## src/integrator_pkg.sv

```systemverilog
// Package with register map, field positions, widths and reset values of the integrator.
package integrator_pkg;
    // Register byte offsets.
    localparam logic [7:0] CTRL_OFS = 8'h00;
    localparam logic [7:0] RATE_OFS = 8'h04;
    localparam logic [7:0] DEADBAND_OFS = 8'h08;
    localparam logic [7:0] STATUS_OFS = 8'h0c;
    localparam logic [7:0] INT_STATUS_OFS = 8'h10;
    localparam logic [7:0] INT_MASK_OFS = 8'h14;
    // Control register field positions.
    localparam int CTRL_BIPOLAR_BIT = 0;
    localparam int CTRL_SP_INV_BIT = 1;
    localparam int CTRL_FB_INV_BIT = 2;
    localparam int CTRL_SUB_BIT = 3;
    // Interrupt status and mask bit positions.
    localparam int INT_W = 3;
    localparam int INT_MIN_BIT = 0;
    localparam int INT_MAX_BIT = 1;
    localparam int INT_OPEN_BIT = 2;
    // Widths.
    localparam int COUNT_W = 12;
    localparam int SAMPLE_W = 12;
    localparam int RATE_W = 16;
    localparam int ERR_W = 14;
    localparam int LEVEL_W = 13;
    localparam int SUM_W = 14;
    // Counter limits and converter scaling shifts.
    localparam logic [COUNT_W-1:0] COUNT_MIN = 12'h000;
    localparam logic [COUNT_W-1:0] COUNT_MAX = 12'hfff;
    localparam logic [COUNT_W-1:0] COUNT_MID = 12'h800;
    localparam int UNI_SHIFT = 12;
    localparam int BI_SHIFT = 11;
    // Reset values of software settings.
    localparam logic [RATE_W-1:0] RATE_RESET = 16'h0040;
    localparam logic [COUNT_W-1:0] DEADBAND_RESET = 12'h010;
endpackage

```

## src/pin_sync.sv

```systemverilog
// Two flip-flop synchroniser for a group of pin inputs.
`timescale 1ns/100ps
module pin_sync #(
    parameter int W = 1
) (
    // Clock and reset.
    input wire logic pclk,
    input wire logic presetn,
    // Asynchronous pins and their synchronised copies.
    input wire logic [W-1:0] pin_in,
    output logic [W-1:0] pin_out
);
    typedef struct packed {
        logic [W-1:0] meta;
        logic [W-1:0] stable;
    } sync_s;

    sync_s s_q;
    sync_s s_d;

    // The first stage feeds only the second stage.
    always_comb begin
        s_d.meta = pin_in;
        s_d.stable = s_q.meta;
    end

    always_ff @(posedge pclk or negedge presetn) begin
        if (!presetn) begin
            s_q <= '0;
        end else begin
            s_q <= s_d;
        end
    end

    assign pin_out = s_q.stable;
endmodule

```

## src/rate_nco.sv

```systemverilog
// Phase accumulator that makes the integration trigger pulse.
`timescale 1ns/100ps
module rate_nco (
    // Clock and reset.
    input wire logic pclk,
    input wire logic presetn,
    // Rate setting and trigger pulse.
    input wire logic [integrator_pkg::RATE_W-1:0] rate,
    output logic tick
);
    typedef struct packed {
        logic [integrator_pkg::RATE_W-1:0] phase;
        logic tick;
    } nco_s;

    nco_s s_q;
    nco_s s_d;
    logic [integrator_pkg::RATE_W:0] acc;

    // Tick frequency is proportional to the rate, so zero stops counting.
    always_comb begin
        acc = {1'b0, s_q.phase} + {1'b0, rate};
        s_d.phase = acc[integrator_pkg::RATE_W-1:0];
        s_d.tick = acc[integrator_pkg::RATE_W];
    end

    always_ff @(posedge pclk or negedge presetn) begin
        if (!presetn) begin
            s_q <= '0;
        end else begin
            s_q <= s_d;
        end
    end

    assign tick = s_q.tick;
endmodule

```

## src/digital_integrator_counter.sv

```systemverilog
// Up/down counting integrator of a position loop, with APB registers and interrupt.
//
// The implementer's own choices: register access over APB and the address map.
`timescale 1ns/100ps

// Function
// - A 12-bit counter holds the integral and drives the converter.
// - Inside the acceptable error window the count is frozen.
// - Four indicators show counting up, counting down, minimum and maximum.
// - Errors inside the symmetric deadband are ignored; beyond it counting starts.
// - A closed reset contact clears the count and forces the indicators, level and combined outputs to zero; irq and APB outputs are not forced.
// - Unipolar mode gives a positive level from zero to the scaled reference.
// - Bipolar mode presets the count to half scale when the contact opens.
// - In bipolar mode counts above midpoint give one polarity, below the other.
// - The rate setting sets the trigger frequency; higher means faster counting.
// - Unipolar step equals the scaled reference divided by 4096.
// - Bipolar step equals the scaled reference divided by 2048.
// - Setpoint and feedback polarity are each invertible by a select.
// - A select adds or subtracts the summing input from the combined result.
// - Error sign sets direction; counting continues while outside the deadband.
module digital_integrator_counter (
    // Clock and reset.
    input wire logic pclk,
    input wire logic presetn,
    // APB slave.
    input wire logic psel,
    input wire logic penable,
    input wire logic pwrite,
    input wire logic [7:0] paddr,
    input wire logic [31:0] pwdata,
    output logic [31:0] prdata,
    output logic pready,
    output logic pslverr,
    // Analog side samples and reset contact.
    input wire logic [integrator_pkg::SAMPLE_W-1:0] setpoint_in,
    input wire logic [integrator_pkg::SAMPLE_W-1:0] feedback_in,
    input wire logic [integrator_pkg::SAMPLE_W-1:0] scaled_integral_level,
    input wire logic [integrator_pkg::SAMPLE_W-1:0] summing_in,
    input wire logic reset_contact,
    // Converter code and results.
    output logic [integrator_pkg::COUNT_W-1:0] dac_count,
    output logic [integrator_pkg::LEVEL_W-1:0] integral_out,
    output logic [integrator_pkg::SUM_W-1:0] combined_out,
    // Indicators and interrupt.
    output logic count_up,
    output logic count_down,
    output logic count_at_min,
    output logic count_at_max,
    output logic irq
);
    localparam int SYNC_W = 4 * integrator_pkg::SAMPLE_W + 1;

    typedef struct packed {
        logic [integrator_pkg::COUNT_W-1:0] count;
        logic signed [integrator_pkg::ERR_W-1:0] err;
        logic signed [integrator_pkg::LEVEL_W-1:0] level;
        logic signed [integrator_pkg::SUM_W-1:0] combined;
        logic up;
        logic down;
        logic at_min;
        logic at_max;
        logic contact_prev;
        logic polarity_mode_select;
        logic setpoint_invert_select;
        logic feedback_invert_select;
        logic sum_sign_select;
        logic [integrator_pkg::RATE_W-1:0] integration_rate_adjust;
        logic [integrator_pkg::COUNT_W-1:0] deadband_adjust;
        logic [integrator_pkg::INT_W-1:0] int_stat;
        logic [integrator_pkg::INT_W-1:0] int_mask;
        logic irq;
        logic [31:0] prdata;
        logic pready;
        logic pslverr;
    } state_s;

    state_s s_q;
    state_s s_d;
    logic [SYNC_W-1:0] sync_out;
    logic tick;

    // Multi-bit samples are assumed to change slowly against pclk; a torn sample
    // only lasts one cycle and the window comparison tolerates it.
    pin_sync #(.W(SYNC_W)) pin_sync_inst (
        .pclk(pclk),
        .presetn(presetn),
        .pin_in({reset_contact, summing_in, scaled_integral_level, feedback_in, setpoint_in}),
        .pin_out(sync_out)
    );

    rate_nco rate_nco_inst (
        .pclk(pclk),
        .presetn(presetn),
        .rate(s_q.integration_rate_adjust),
        .tick(tick)
    );

    logic [integrator_pkg::SAMPLE_W-1:0] sp_s;
    logic [integrator_pkg::SAMPLE_W-1:0] fb_s;
    logic [integrator_pkg::SAMPLE_W-1:0] ref_s;
    logic [integrator_pkg::SAMPLE_W-1:0] sum_s;
    logic contact;
    assign sp_s = sync_out[integrator_pkg::SAMPLE_W-1:0];
    assign fb_s = sync_out[2*integrator_pkg::SAMPLE_W-1:integrator_pkg::SAMPLE_W];
    assign ref_s = sync_out[3*integrator_pkg::SAMPLE_W-1:2*integrator_pkg::SAMPLE_W];
    assign sum_s = sync_out[4*integrator_pkg::SAMPLE_W-1:3*integrator_pkg::SAMPLE_W];
    assign contact = sync_out[SYNC_W-1];

    logic signed [integrator_pkg::ERR_W-1:0] sp_e;
    logic signed [integrator_pkg::ERR_W-1:0] fb_e;
    logic signed [integrator_pkg::ERR_W-1:0] window;
    logic above;
    logic below;
    logic signed [integrator_pkg::LEVEL_W-1:0] centered;
    logic signed [2*integrator_pkg::LEVEL_W-1:0] prod;
    logic [2*integrator_pkg::LEVEL_W-1:0] uprod;
    logic signed [integrator_pkg::SUM_W-1:0] sum_e;
    logic access;
    logic done;
    logic mapped;
    logic [31:0] rdata;
    logic [integrator_pkg::INT_W-1:0] events;

    always_comb begin
        s_d = s_q;
        // Setpoint and feedback are combined with optional inversion of each.
        sp_e = integrator_pkg::ERR_W'($signed(sp_s));
        fb_e = integrator_pkg::ERR_W'($signed(fb_s));
        if (s_q.setpoint_invert_select) begin
            sp_e = -sp_e;
        end
        if (s_q.feedback_invert_select) begin
            fb_e = -fb_e;
        end
        s_d.err = sp_e - fb_e;
        window = $signed({2'b00, s_q.deadband_adjust});
        above = s_q.err > window;
        below = s_q.err < -window;

        // Counter: contact clear, bipolar preset on opening, then rate stepping.
        if (contact) begin
            s_d.count = integrator_pkg::COUNT_MIN;
        end else if (s_q.contact_prev) begin
            s_d.count = s_q.polarity_mode_select ? integrator_pkg::COUNT_MID
                                                 : integrator_pkg::COUNT_MIN;
        end else if (tick) begin
            if (above && s_q.count != integrator_pkg::COUNT_MAX) begin
                s_d.count = s_q.count + 1'b1;
            end else if (below && s_q.count != integrator_pkg::COUNT_MIN) begin
                s_d.count = s_q.count - 1'b1;
            end
            // Inside the window nothing changes, so the count stays frozen.
        end
        s_d.contact_prev = contact;

        // Indicators follow the direction and the limit actually held.
        s_d.up = !contact && above && s_q.count != integrator_pkg::COUNT_MAX;
        s_d.down = !contact && below && s_q.count != integrator_pkg::COUNT_MIN;
        s_d.at_min = !contact && s_d.count == integrator_pkg::COUNT_MIN;
        s_d.at_max = !contact && s_d.count == integrator_pkg::COUNT_MAX;

        // Multiplying converter model: the count ratios the scaled reference.
        centered = $signed({1'b0, s_q.count}) - $signed({1'b0, integrator_pkg::COUNT_MID});
        prod = centered * $signed({1'b0, ref_s});
        uprod = {1'b0, s_q.count} * {1'b0, ref_s};
        if (s_q.polarity_mode_select) begin
            s_d.level = integrator_pkg::LEVEL_W'(prod >>> integrator_pkg::BI_SHIFT);
        end else begin
            s_d.level = integrator_pkg::LEVEL_W'(uprod >> integrator_pkg::UNI_SHIFT);
        end
        sum_e = integrator_pkg::SUM_W'($signed(sum_s));
        if (s_q.sum_sign_select) begin
            s_d.combined = integrator_pkg::SUM_W'(s_q.level) - sum_e;
        end else begin
            s_d.combined = integrator_pkg::SUM_W'(s_q.level) + sum_e;
        end
        if (contact) begin
            s_d.level = '0;
            s_d.combined = '0;
        end

        // APB: one wait state, answer taken at the second access edge.
        access = psel && penable;
        done = access && s_q.pready;
        mapped = 1'b1;
        rdata = '0;
        case (paddr)
            integrator_pkg::CTRL_OFS: begin
                rdata[integrator_pkg::CTRL_BIPOLAR_BIT] = s_q.polarity_mode_select;
                rdata[integrator_pkg::CTRL_SP_INV_BIT] = s_q.setpoint_invert_select;
                rdata[integrator_pkg::CTRL_FB_INV_BIT] = s_q.feedback_invert_select;
                rdata[integrator_pkg::CTRL_SUB_BIT] = s_q.sum_sign_select;
            end
            integrator_pkg::RATE_OFS: begin
                rdata[integrator_pkg::RATE_W-1:0] = s_q.integration_rate_adjust;
            end
            integrator_pkg::DEADBAND_OFS: begin
                rdata[integrator_pkg::COUNT_W-1:0] = s_q.deadband_adjust;
            end
            integrator_pkg::STATUS_OFS: begin
                rdata[integrator_pkg::COUNT_W+3:0] = {s_q.at_max, s_q.at_min, s_q.down, s_q.up,
                                                      s_q.count};
            end
            integrator_pkg::INT_STATUS_OFS: begin
                rdata[integrator_pkg::INT_W-1:0] = s_q.int_stat;
            end
            integrator_pkg::INT_MASK_OFS: begin
                rdata[integrator_pkg::INT_W-1:0] = s_q.int_mask;
            end
            default: begin
                mapped = 1'b0;
            end
        endcase
        s_d.pready = access && !s_q.pready;
        s_d.pslverr = access && !s_q.pready && !mapped;
        s_d.prdata = (access && !s_q.pready) ? rdata : '0;

        events = '0;
        events[integrator_pkg::INT_MIN_BIT] = s_d.at_min && !s_q.at_min;
        events[integrator_pkg::INT_MAX_BIT] = s_d.at_max && !s_q.at_max;
        events[integrator_pkg::INT_OPEN_BIT] = !contact && s_q.contact_prev;

        if (done && pwrite && mapped) begin
            case (paddr)
                integrator_pkg::CTRL_OFS: begin
                    s_d.polarity_mode_select = pwdata[integrator_pkg::CTRL_BIPOLAR_BIT];
                    s_d.setpoint_invert_select = pwdata[integrator_pkg::CTRL_SP_INV_BIT];
                    s_d.feedback_invert_select = pwdata[integrator_pkg::CTRL_FB_INV_BIT];
                    s_d.sum_sign_select = pwdata[integrator_pkg::CTRL_SUB_BIT];
                end
                integrator_pkg::RATE_OFS: begin
                    s_d.integration_rate_adjust = pwdata[integrator_pkg::RATE_W-1:0];
                end
                integrator_pkg::DEADBAND_OFS: begin
                    s_d.deadband_adjust = pwdata[integrator_pkg::COUNT_W-1:0];
                end
                integrator_pkg::INT_STATUS_OFS: begin
                    s_d.int_stat = s_q.int_stat & ~pwdata[integrator_pkg::INT_W-1:0];
                end
                integrator_pkg::INT_MASK_OFS: begin
                    s_d.int_mask = pwdata[integrator_pkg::INT_W-1:0];
                end
                default: begin
                end
            endcase
        end
        // A new event wins over a clear in the same cycle.
        s_d.int_stat = s_d.int_stat | events;
        s_d.irq = |(s_d.int_stat & s_d.int_mask);
    end

    always_ff @(posedge pclk or negedge presetn) begin
        if (!presetn) begin
            s_q <= '0;
            s_q.integration_rate_adjust <= integrator_pkg::RATE_RESET;
            s_q.deadband_adjust <= integrator_pkg::DEADBAND_RESET;
        end else begin
            s_q <= s_d;
        end
    end

    assign prdata = s_q.prdata;
    assign pready = s_q.pready;
    assign pslverr = s_q.pslverr;
    assign dac_count = s_q.count;
    assign integral_out = s_q.level;
    assign combined_out = s_q.combined;
    assign count_up = s_q.up;
    assign count_down = s_q.down;
    assign count_at_min = s_q.at_min;
    assign count_at_max = s_q.at_max;
    assign irq = s_q.irq;
endmodule

```

## config.mk

```make
export PLATFORM = sky130hd
export DESIGN_NAME = digital_integrator_counter
export DESIGN_NICKNAME = d
export VERILOG_FILES = /design/src/integrator_pkg.sv /design/src/pin_sync.sv /design/src/rate_nco.sv /design/src/digital_integrator_counter.sv
export SDC_FILE = /design/constraint.sdc
export NUM_CORES = 1
export LEC_CHECK = 0
export BUFFER_PORTS_ARGS = -buffer_cell sky130_fd_sc_hd__buf_2
export CAP_MARGIN = 10
export CORE_ASPECT_RATIO = 0.9
export CORE_MARGIN = 4
export CORE_UTILIZATION = 30
export CTS_CLUSTER_SIZE = 40
export DETAILED_ROUTE_END_ITERATION = 6
export GPL_ROUTABILITY_DRIVEN = 1
export GPL_TIMING_DRIVEN = 0
export PLACE_DENSITY = 0.44
export RECOVER_POWER = 50
export SLEW_MARGIN = 10
export SYNTH_ARGS = -nofsm -noshare
export SYNTH_HDL_FRONTEND = slang
export SYNTH_SLANG_ARGS = --single-unit
```

## constraint.sdc

```tcl
create_clock -name pclk -period 15.2 [get_ports pclk]
set_input_delay 0.76 -clock pclk [delete_from_list [all_inputs] [get_ports pclk]]
set_output_delay 0.76 -clock pclk [all_outputs]
set_load 0.005 [all_outputs]
```

[Word-level counts from Yosys, hierarchy flattened]
Cells that the tools add are included.
Storage, ports and cells
  word-level logic and storage cells: 100
  register bits after elaboration: 230
Cells by class
  $lt $le $gt $ge: 2
  reductions and logical operators: 30
  $mul: 2
  equality and inequality tests: 7
  add/sub/neg operators: 10
  bitwise logic cells: 4
  multiplexer cells: 20
Operators by type and width (count)
  two-way mux 12 bit: 6
  two-way mux 14 bit: 3
  negation 12 -> 14 bit: 3
  two-way mux 27 bit: 1
  multiplier 12 x 12 -> 24 bit: 1
  multiplier 13 x 13 -> 24 bit: 1
  case mux 8 bit (3 select lines): 1
  case mux 3 bit (6 select lines): 1
  adder 16 x 16 -> 17 bit: 1
  logical AND 1 bit: 17
  == test 8 x 4 -> 1 bit, second input constant: 2
  == test 8 x 5 -> 1 bit, second input constant: 2
  two-way mux 16 bit: 1
  adder 13 x 12 -> 14 bit: 1
  > comparator 14 x 13 -> 1 bit: 1
  < comparator 14 bit: 1
  subtractor 13 x 12 -> 14 bit: 1
  subtractor 14 bit: 1
  two-way mux 13 bit: 1
  subtractor 12 x 12 -> 13 bit, second input constant: 1
  adder 12 x 1 -> 12 bit, second input constant: 1
  == test 12 bit, second input constant: 1
  zero test 12 bit: 1
  inequality test 12 bit, second input constant: 1
  16 further kinds: 24

[Longest topological paths before layout]
  depth after elaboration: 14
  gate-level depth with buffers: 24

[Modules after synthesis]
Synthesis repeated with hierarchy kept, for this count alone.
Unflattened totals
  cells, all modules: 2057
  area, all modules: 20779.9 um2
By module, submodules not included
  digital_integrator_counter: seq. area each 2880.3 um2, area each 17140.2 um2, instances 1, cells each 1840
  pin_sync: seq. area each 2452.4 um2, area each 2452.4 um2, instances 1, cells each 98
  rate_nco: seq. area each 425.4 um2, area each 1187.4 um2, instances 1, cells each 119

[Least setup slack after synthesis]
OpenSTA, ideal clock, no wires.
  kind: register to register
  from: register pin_sync_inst.s_q (netlist bit pin_sync_inst.pin_out[25])
  to: register s_q (netlist bit integral_out[12])
  required time: 15.081 ns
  arrival: 5.597 ns
  library setup time: 0.119 ns
  slack: 9.484 ns
  stages on the path, launching flop included: 20
  buffers on the path: 1
  path through: dfrtp_1 > clkbuf_1 > nand2_1 > inv_1 > fa_1 > fa_1 > inv_1 > fa_1 > fa_1 > fa_1 > inv_1 > ha_1 > nand3_1 > a311o_1 > a31oi_1 > a31oi_1 > o21ai_0 > a21oi_1 > xnor2_1 > and2_1
RTL lines
  start: declaration: RTL line pin_sync.sv:18  | sync_s s_q;
  start signal: assignment: RTL line pin_sync.sv:29  | s_q <= '0;
  start signal: assignment: RTL line pin_sync.sv:31  | s_q <= s_d;
  end: declaration: RTL line digital_integrator_counter.sv:77  | state_s s_q;

==> impl_metrics.csv <==
group,metric,value,unit
clock_network,ctsHoldBuffers,0,
clock_network,cts_resized,0,
worst_hold_path,hold_start,"setpoint_in[8]",
synthesis,synth_area_leader_cell,"dfrtp_1",
routing,post-route-drc-count,0,
outcome,status,"complete, but fails checks",
critical_path,worstSetupPathType,"flop to flop",
placement,gp_congestion,0.8570,
synthesis,ys_ff_latch,230,
clock_network,cts_max_path_buffers,3,
routing,detail_route.iter0.violations,596,
sta,relSlewSlack,-2.756,
critical_path,setup.worst_path.end_class,"flop",
sta,finalHoldViolations,0,
sta,fin_crit_sh,0.4904,
clock_network,cts.clk_slew.worst_paths,0.06,ns
clock_network,cts_buffers,28,
power_and_ir_drop,ir_drop,0.08953,mV
routing,wl_per_cell,17.32,µm
placement,io_buffers,137,
synthesis,synth.distinct_cells,79,
critical_path,crit_top_cell,"fa_1",
global_routing,grt-ovfl-total,0,
worst_hold_path,min_path_type,"primary input to flop",
critical_path,startpoint,"dac_count[7]",
clock_network,htree_levels,1,
floorplan,die_w,284.7,µm
placement,dp.cells,3136,
synthesis,synth-main-ff-cell,"dfrtp_1",
critical_path,cp.arrival,7.92,ns
routing,drt-vias-per-instance,4.451,
global_routing,grt_pass1_vias,15330,
clock_network,cts-root-buf,"clkbuf_16",
cells_and_area,drive_gt1_frac,0.1497,
synthesis,synth.area.top_cells,"dfrtp_1 28%, fa_1 23%, ha_1 11%, inv_1 7.0%, xnor2_1 3.0%",
routing,ant_nets,0,
floorplan,core,68430,µm²
routing,dr.pass1.iters,5,
cells_and_area,fin_cells,3190,
floorplan,die_h,257.0,µm
clock_network,clock_latency,0.60,ns
floorplan,start_util,0.3020,
cells_and_area,synthToLayoutAreaGrowth,14.14,%
sta,fin_skew,0.02592,ns
synthesis,yosysWarnings,0,
synthesis,syn_area,20660,µm²
global_routing,track_usage,0.1545,
cells_and_area,nNetsFinal,2750,
critical_path,crit_chain,"clkbuf_1 > clkbuf_1 > nand2_1 > fa_1 > inv_1 > fa_1 > fa_1 > inv_1 > fa_1 > inv_1 > fa_1 > ha_1 > nand3_1 > a21oi_1 > o41ai_2 > a311o_1 > a31oi_1 > a31oi_1 > o21ai_0 > a21oi_1 > xnor2_1 > and2_1",
clock_network,cts_setup_buffers,0,
sta,setup_viol,0,
outcome,violations,"capacitance limit, slew limit",
run,max_cap_violations,3,
power_and_ir_drop,p_leak,12.33,nW
floorplan,rows,91,
placement,dp_hpwl,45410,µm
critical_path,rr_worst_depth,22,
critical_path,start_kind,"flop",
synthesis,syn_inst,2052,
clock_network,cts_tree,"done",
global_routing,antenna_found_initial,3,
critical_path,r2r_slack,7.75,ns
sta,worst_slew_pin_slew,5.633,ns
routing,routed_wirelength,55260,µm
global_routing,grt_pass1_wl,89090,µm
sta,rsz0062_at_grt,"false",
sta,max_freq,0.1342,GHz
critical_path,cp_data_required_time,15.67,ns
clock_network,cts_sinks,230,
sta,period_minus_slack,7.454,ns
synthesis,synth_edf_count,0,
global_routing,grt_max_degree,104,
floorplan,floorplan.die_area,73150,µm²
synthesis,yosys.area.top_type_share,0.2761,
power_and_ir_drop,powerDensity,80.89,nW/µm²
critical_path,critPathMaxFanout,10,
sta,slew_viol_final,235,
floorplan,io_pins,172,
critical_path,crit_path_max_incr_delay,0.68,ns
critical_path,cpMaxStageDelayCell,"clkbuf_1",
critical_path,timing.rr.start,"dac_count[7]",
routing,vias,14200,
sta,setup_tns,0,ns
synthesis,async_reset_ff_frac,1.000,
synthesis,avgSynthCellArea,10.07,µm²
worst_hold_path,min_path_cells,1,
synthesis,synth.yosys.seq_area_share,0.2786,
[routing by layer]
metal  up-vias  share of wire  track usage
li1       6816              -            -
met1      7071           0.45       0.2081
met2       234           0.48       0.2639
met3        76          0.040      0.02436
met4         2          0.024      0.03274
met5         -        0.00016            0
[per-stage QoR]
stage | total power, mW | setup WS (ns) | hold WS (ns) | util | cell area (µm²)
detailed placement | 1.212 | 7.772 | 0.3347 | 0.3309 | 22640
global placement | 1.200 | 7.401 | 0.3342 | 0.3298 | 22570
floorplan | 1.058 | 9.484 | 0.3312 | - | 20720
CTS | 1.954 | 7.700 | 0.009268 | 0.3455 | 23640
global route | 2.047 | 6.870 | 0.2278 | 0.3446 | 23580
finish | 1.908 | 7.746 | 0.2600 | 0.3447 | 23590
[layout by cell type (no fill, tap or decap), types with 6 or more instances in the layout]
cell type,count
nand2b_1,15
conb_1,16
or3_1,21
mux2_2,50
nor2_1,104
clkbuf_16,28
clkbuf_1,52
nor2b_1,24
xnor2_1,71
ha_1,184
a21o_1,17
dfrtp_1,228
a211oi_1,11
o211ai_1,7
inv_1,387
nand2_1,136
a22oi_1,14
fa_1,236
o31ai_1,7
or2_2,9
mux2i_1,10
nand3_1,29
o41ai_1,7
xor2_1,39
clkinv_2,6
a21oi_1,43
o21ai_0,43
buf_2,139
a31oi_1,8
nor3_1,31
and3_1,9
buf_4,72
nand4_1,10
and2_1,84
[worst paths after layout]
path / end
max reg2reg: integral_out[12]
min reg2reg: pin_sync_inst.pin_out[32]
max in group asynchronous: pin_sync_inst.pin_out[15]
min in group asynchronous: pin_sync_inst.s_d[34]
max: integral_out[12]
min: pin_sync_inst.s_d[8]
[cell families (layout without fill, tap and decap cells)]
| logic type | after synthesis | in the layout | synth area share |
|---|---|---|---|
| simple gates | 503 | 503 | 0.1229 |
| buf+inv | 516 | 707 | 0.1081 |
| compound gates | 212 | 212 | 0.07145 |
| fa+ha+maj | 420 | 420 | 0.3400 |
| xor+xnor | 110 | 110 | 0.04662 |
| other cells | 1 | 18 | 0.0001815 |
| flops | 230 | 230 | 0.2786 |
| mux | 60 | 60 | 0.03209 |
[power breakdown]
| group | switching [mW] | total (mW) | internal (mW) |
|---|---|---|---|
| clock network | 0.293 | 0.719 | 0.426 |
| logic | 0.292 | 0.528 | 0.236 |
| registers | 0.0202 | 0.661 | 0.641 |
| total | 0.605 | 1.91 | 1.30 |
[flip-flops by register name, indices dropped and copies added (netlist names)]
signal                 count
s_q                       53
pin_sync_inst.pin_out     49
pin_sync_inst.s_d         49
prdata                    16
rate_nco_inst.s_q         16
combined_out              14
integral_out              13
dac_count                 12
count_at_max               1
count_at_min               1
count_down                 1
count_up                   1
irq                        1
pready                     1
pslverr                    1
rate_nco_inst.tick         1
[Yosys cell counts, types with 7 or more instances]
cell / number
nand2_1: 136
nor3_1: 31
nor2_1: 104
xor2_1: 39
a21o_1: 17
ha_1: 184
nand3_1: 29
nor2b_1: 24
xnor2_1: 71
o31ai_1: 7
clkbuf_1: 47
o211ai_1: 7
mux2i_1: 10
a21oi_1: 43
a211oi_1: 11
mux2_2: 50
fa_1: 236
and2_1: 84
buf_4: 72
or3_1: 21
a22oi_1: 14
o21ai_0: 43
dfrtp_1: 228
and3_1: 9
o41ai_1: 8
inv_1: 387
nand2b_1: 15
or2_2: 9
a31oi_1: 8
nand4_1: 10
[worst max-delay path, delay by kind of cell (launching register included)]
kind                       cells  cell delay [ns]
AOI/OAI and AO/OA              7             1.96
xor gates and xnor gates       1             0.14
adders and majority gates      6             2.87
buffers and inverters          5             1.39
DFF                            1             0.40
and+or+nand+nor                3             0.54
[final cells by class]
class / count / area [µm²]
fill: 7008 / 44840
multi-input combinational: 1321 / 12740
sequential: 230 / 5758
inverter: 388 / 1456
tap: 930 / 1164
buffer: 128 / 777.0
clock buffer: 33 / 749.5
timing repair buffer: 139 / 691.9
clock inverter: 19 / 249.0
antenna: 2 / 5.005
(Power assumes the default switching activity.)
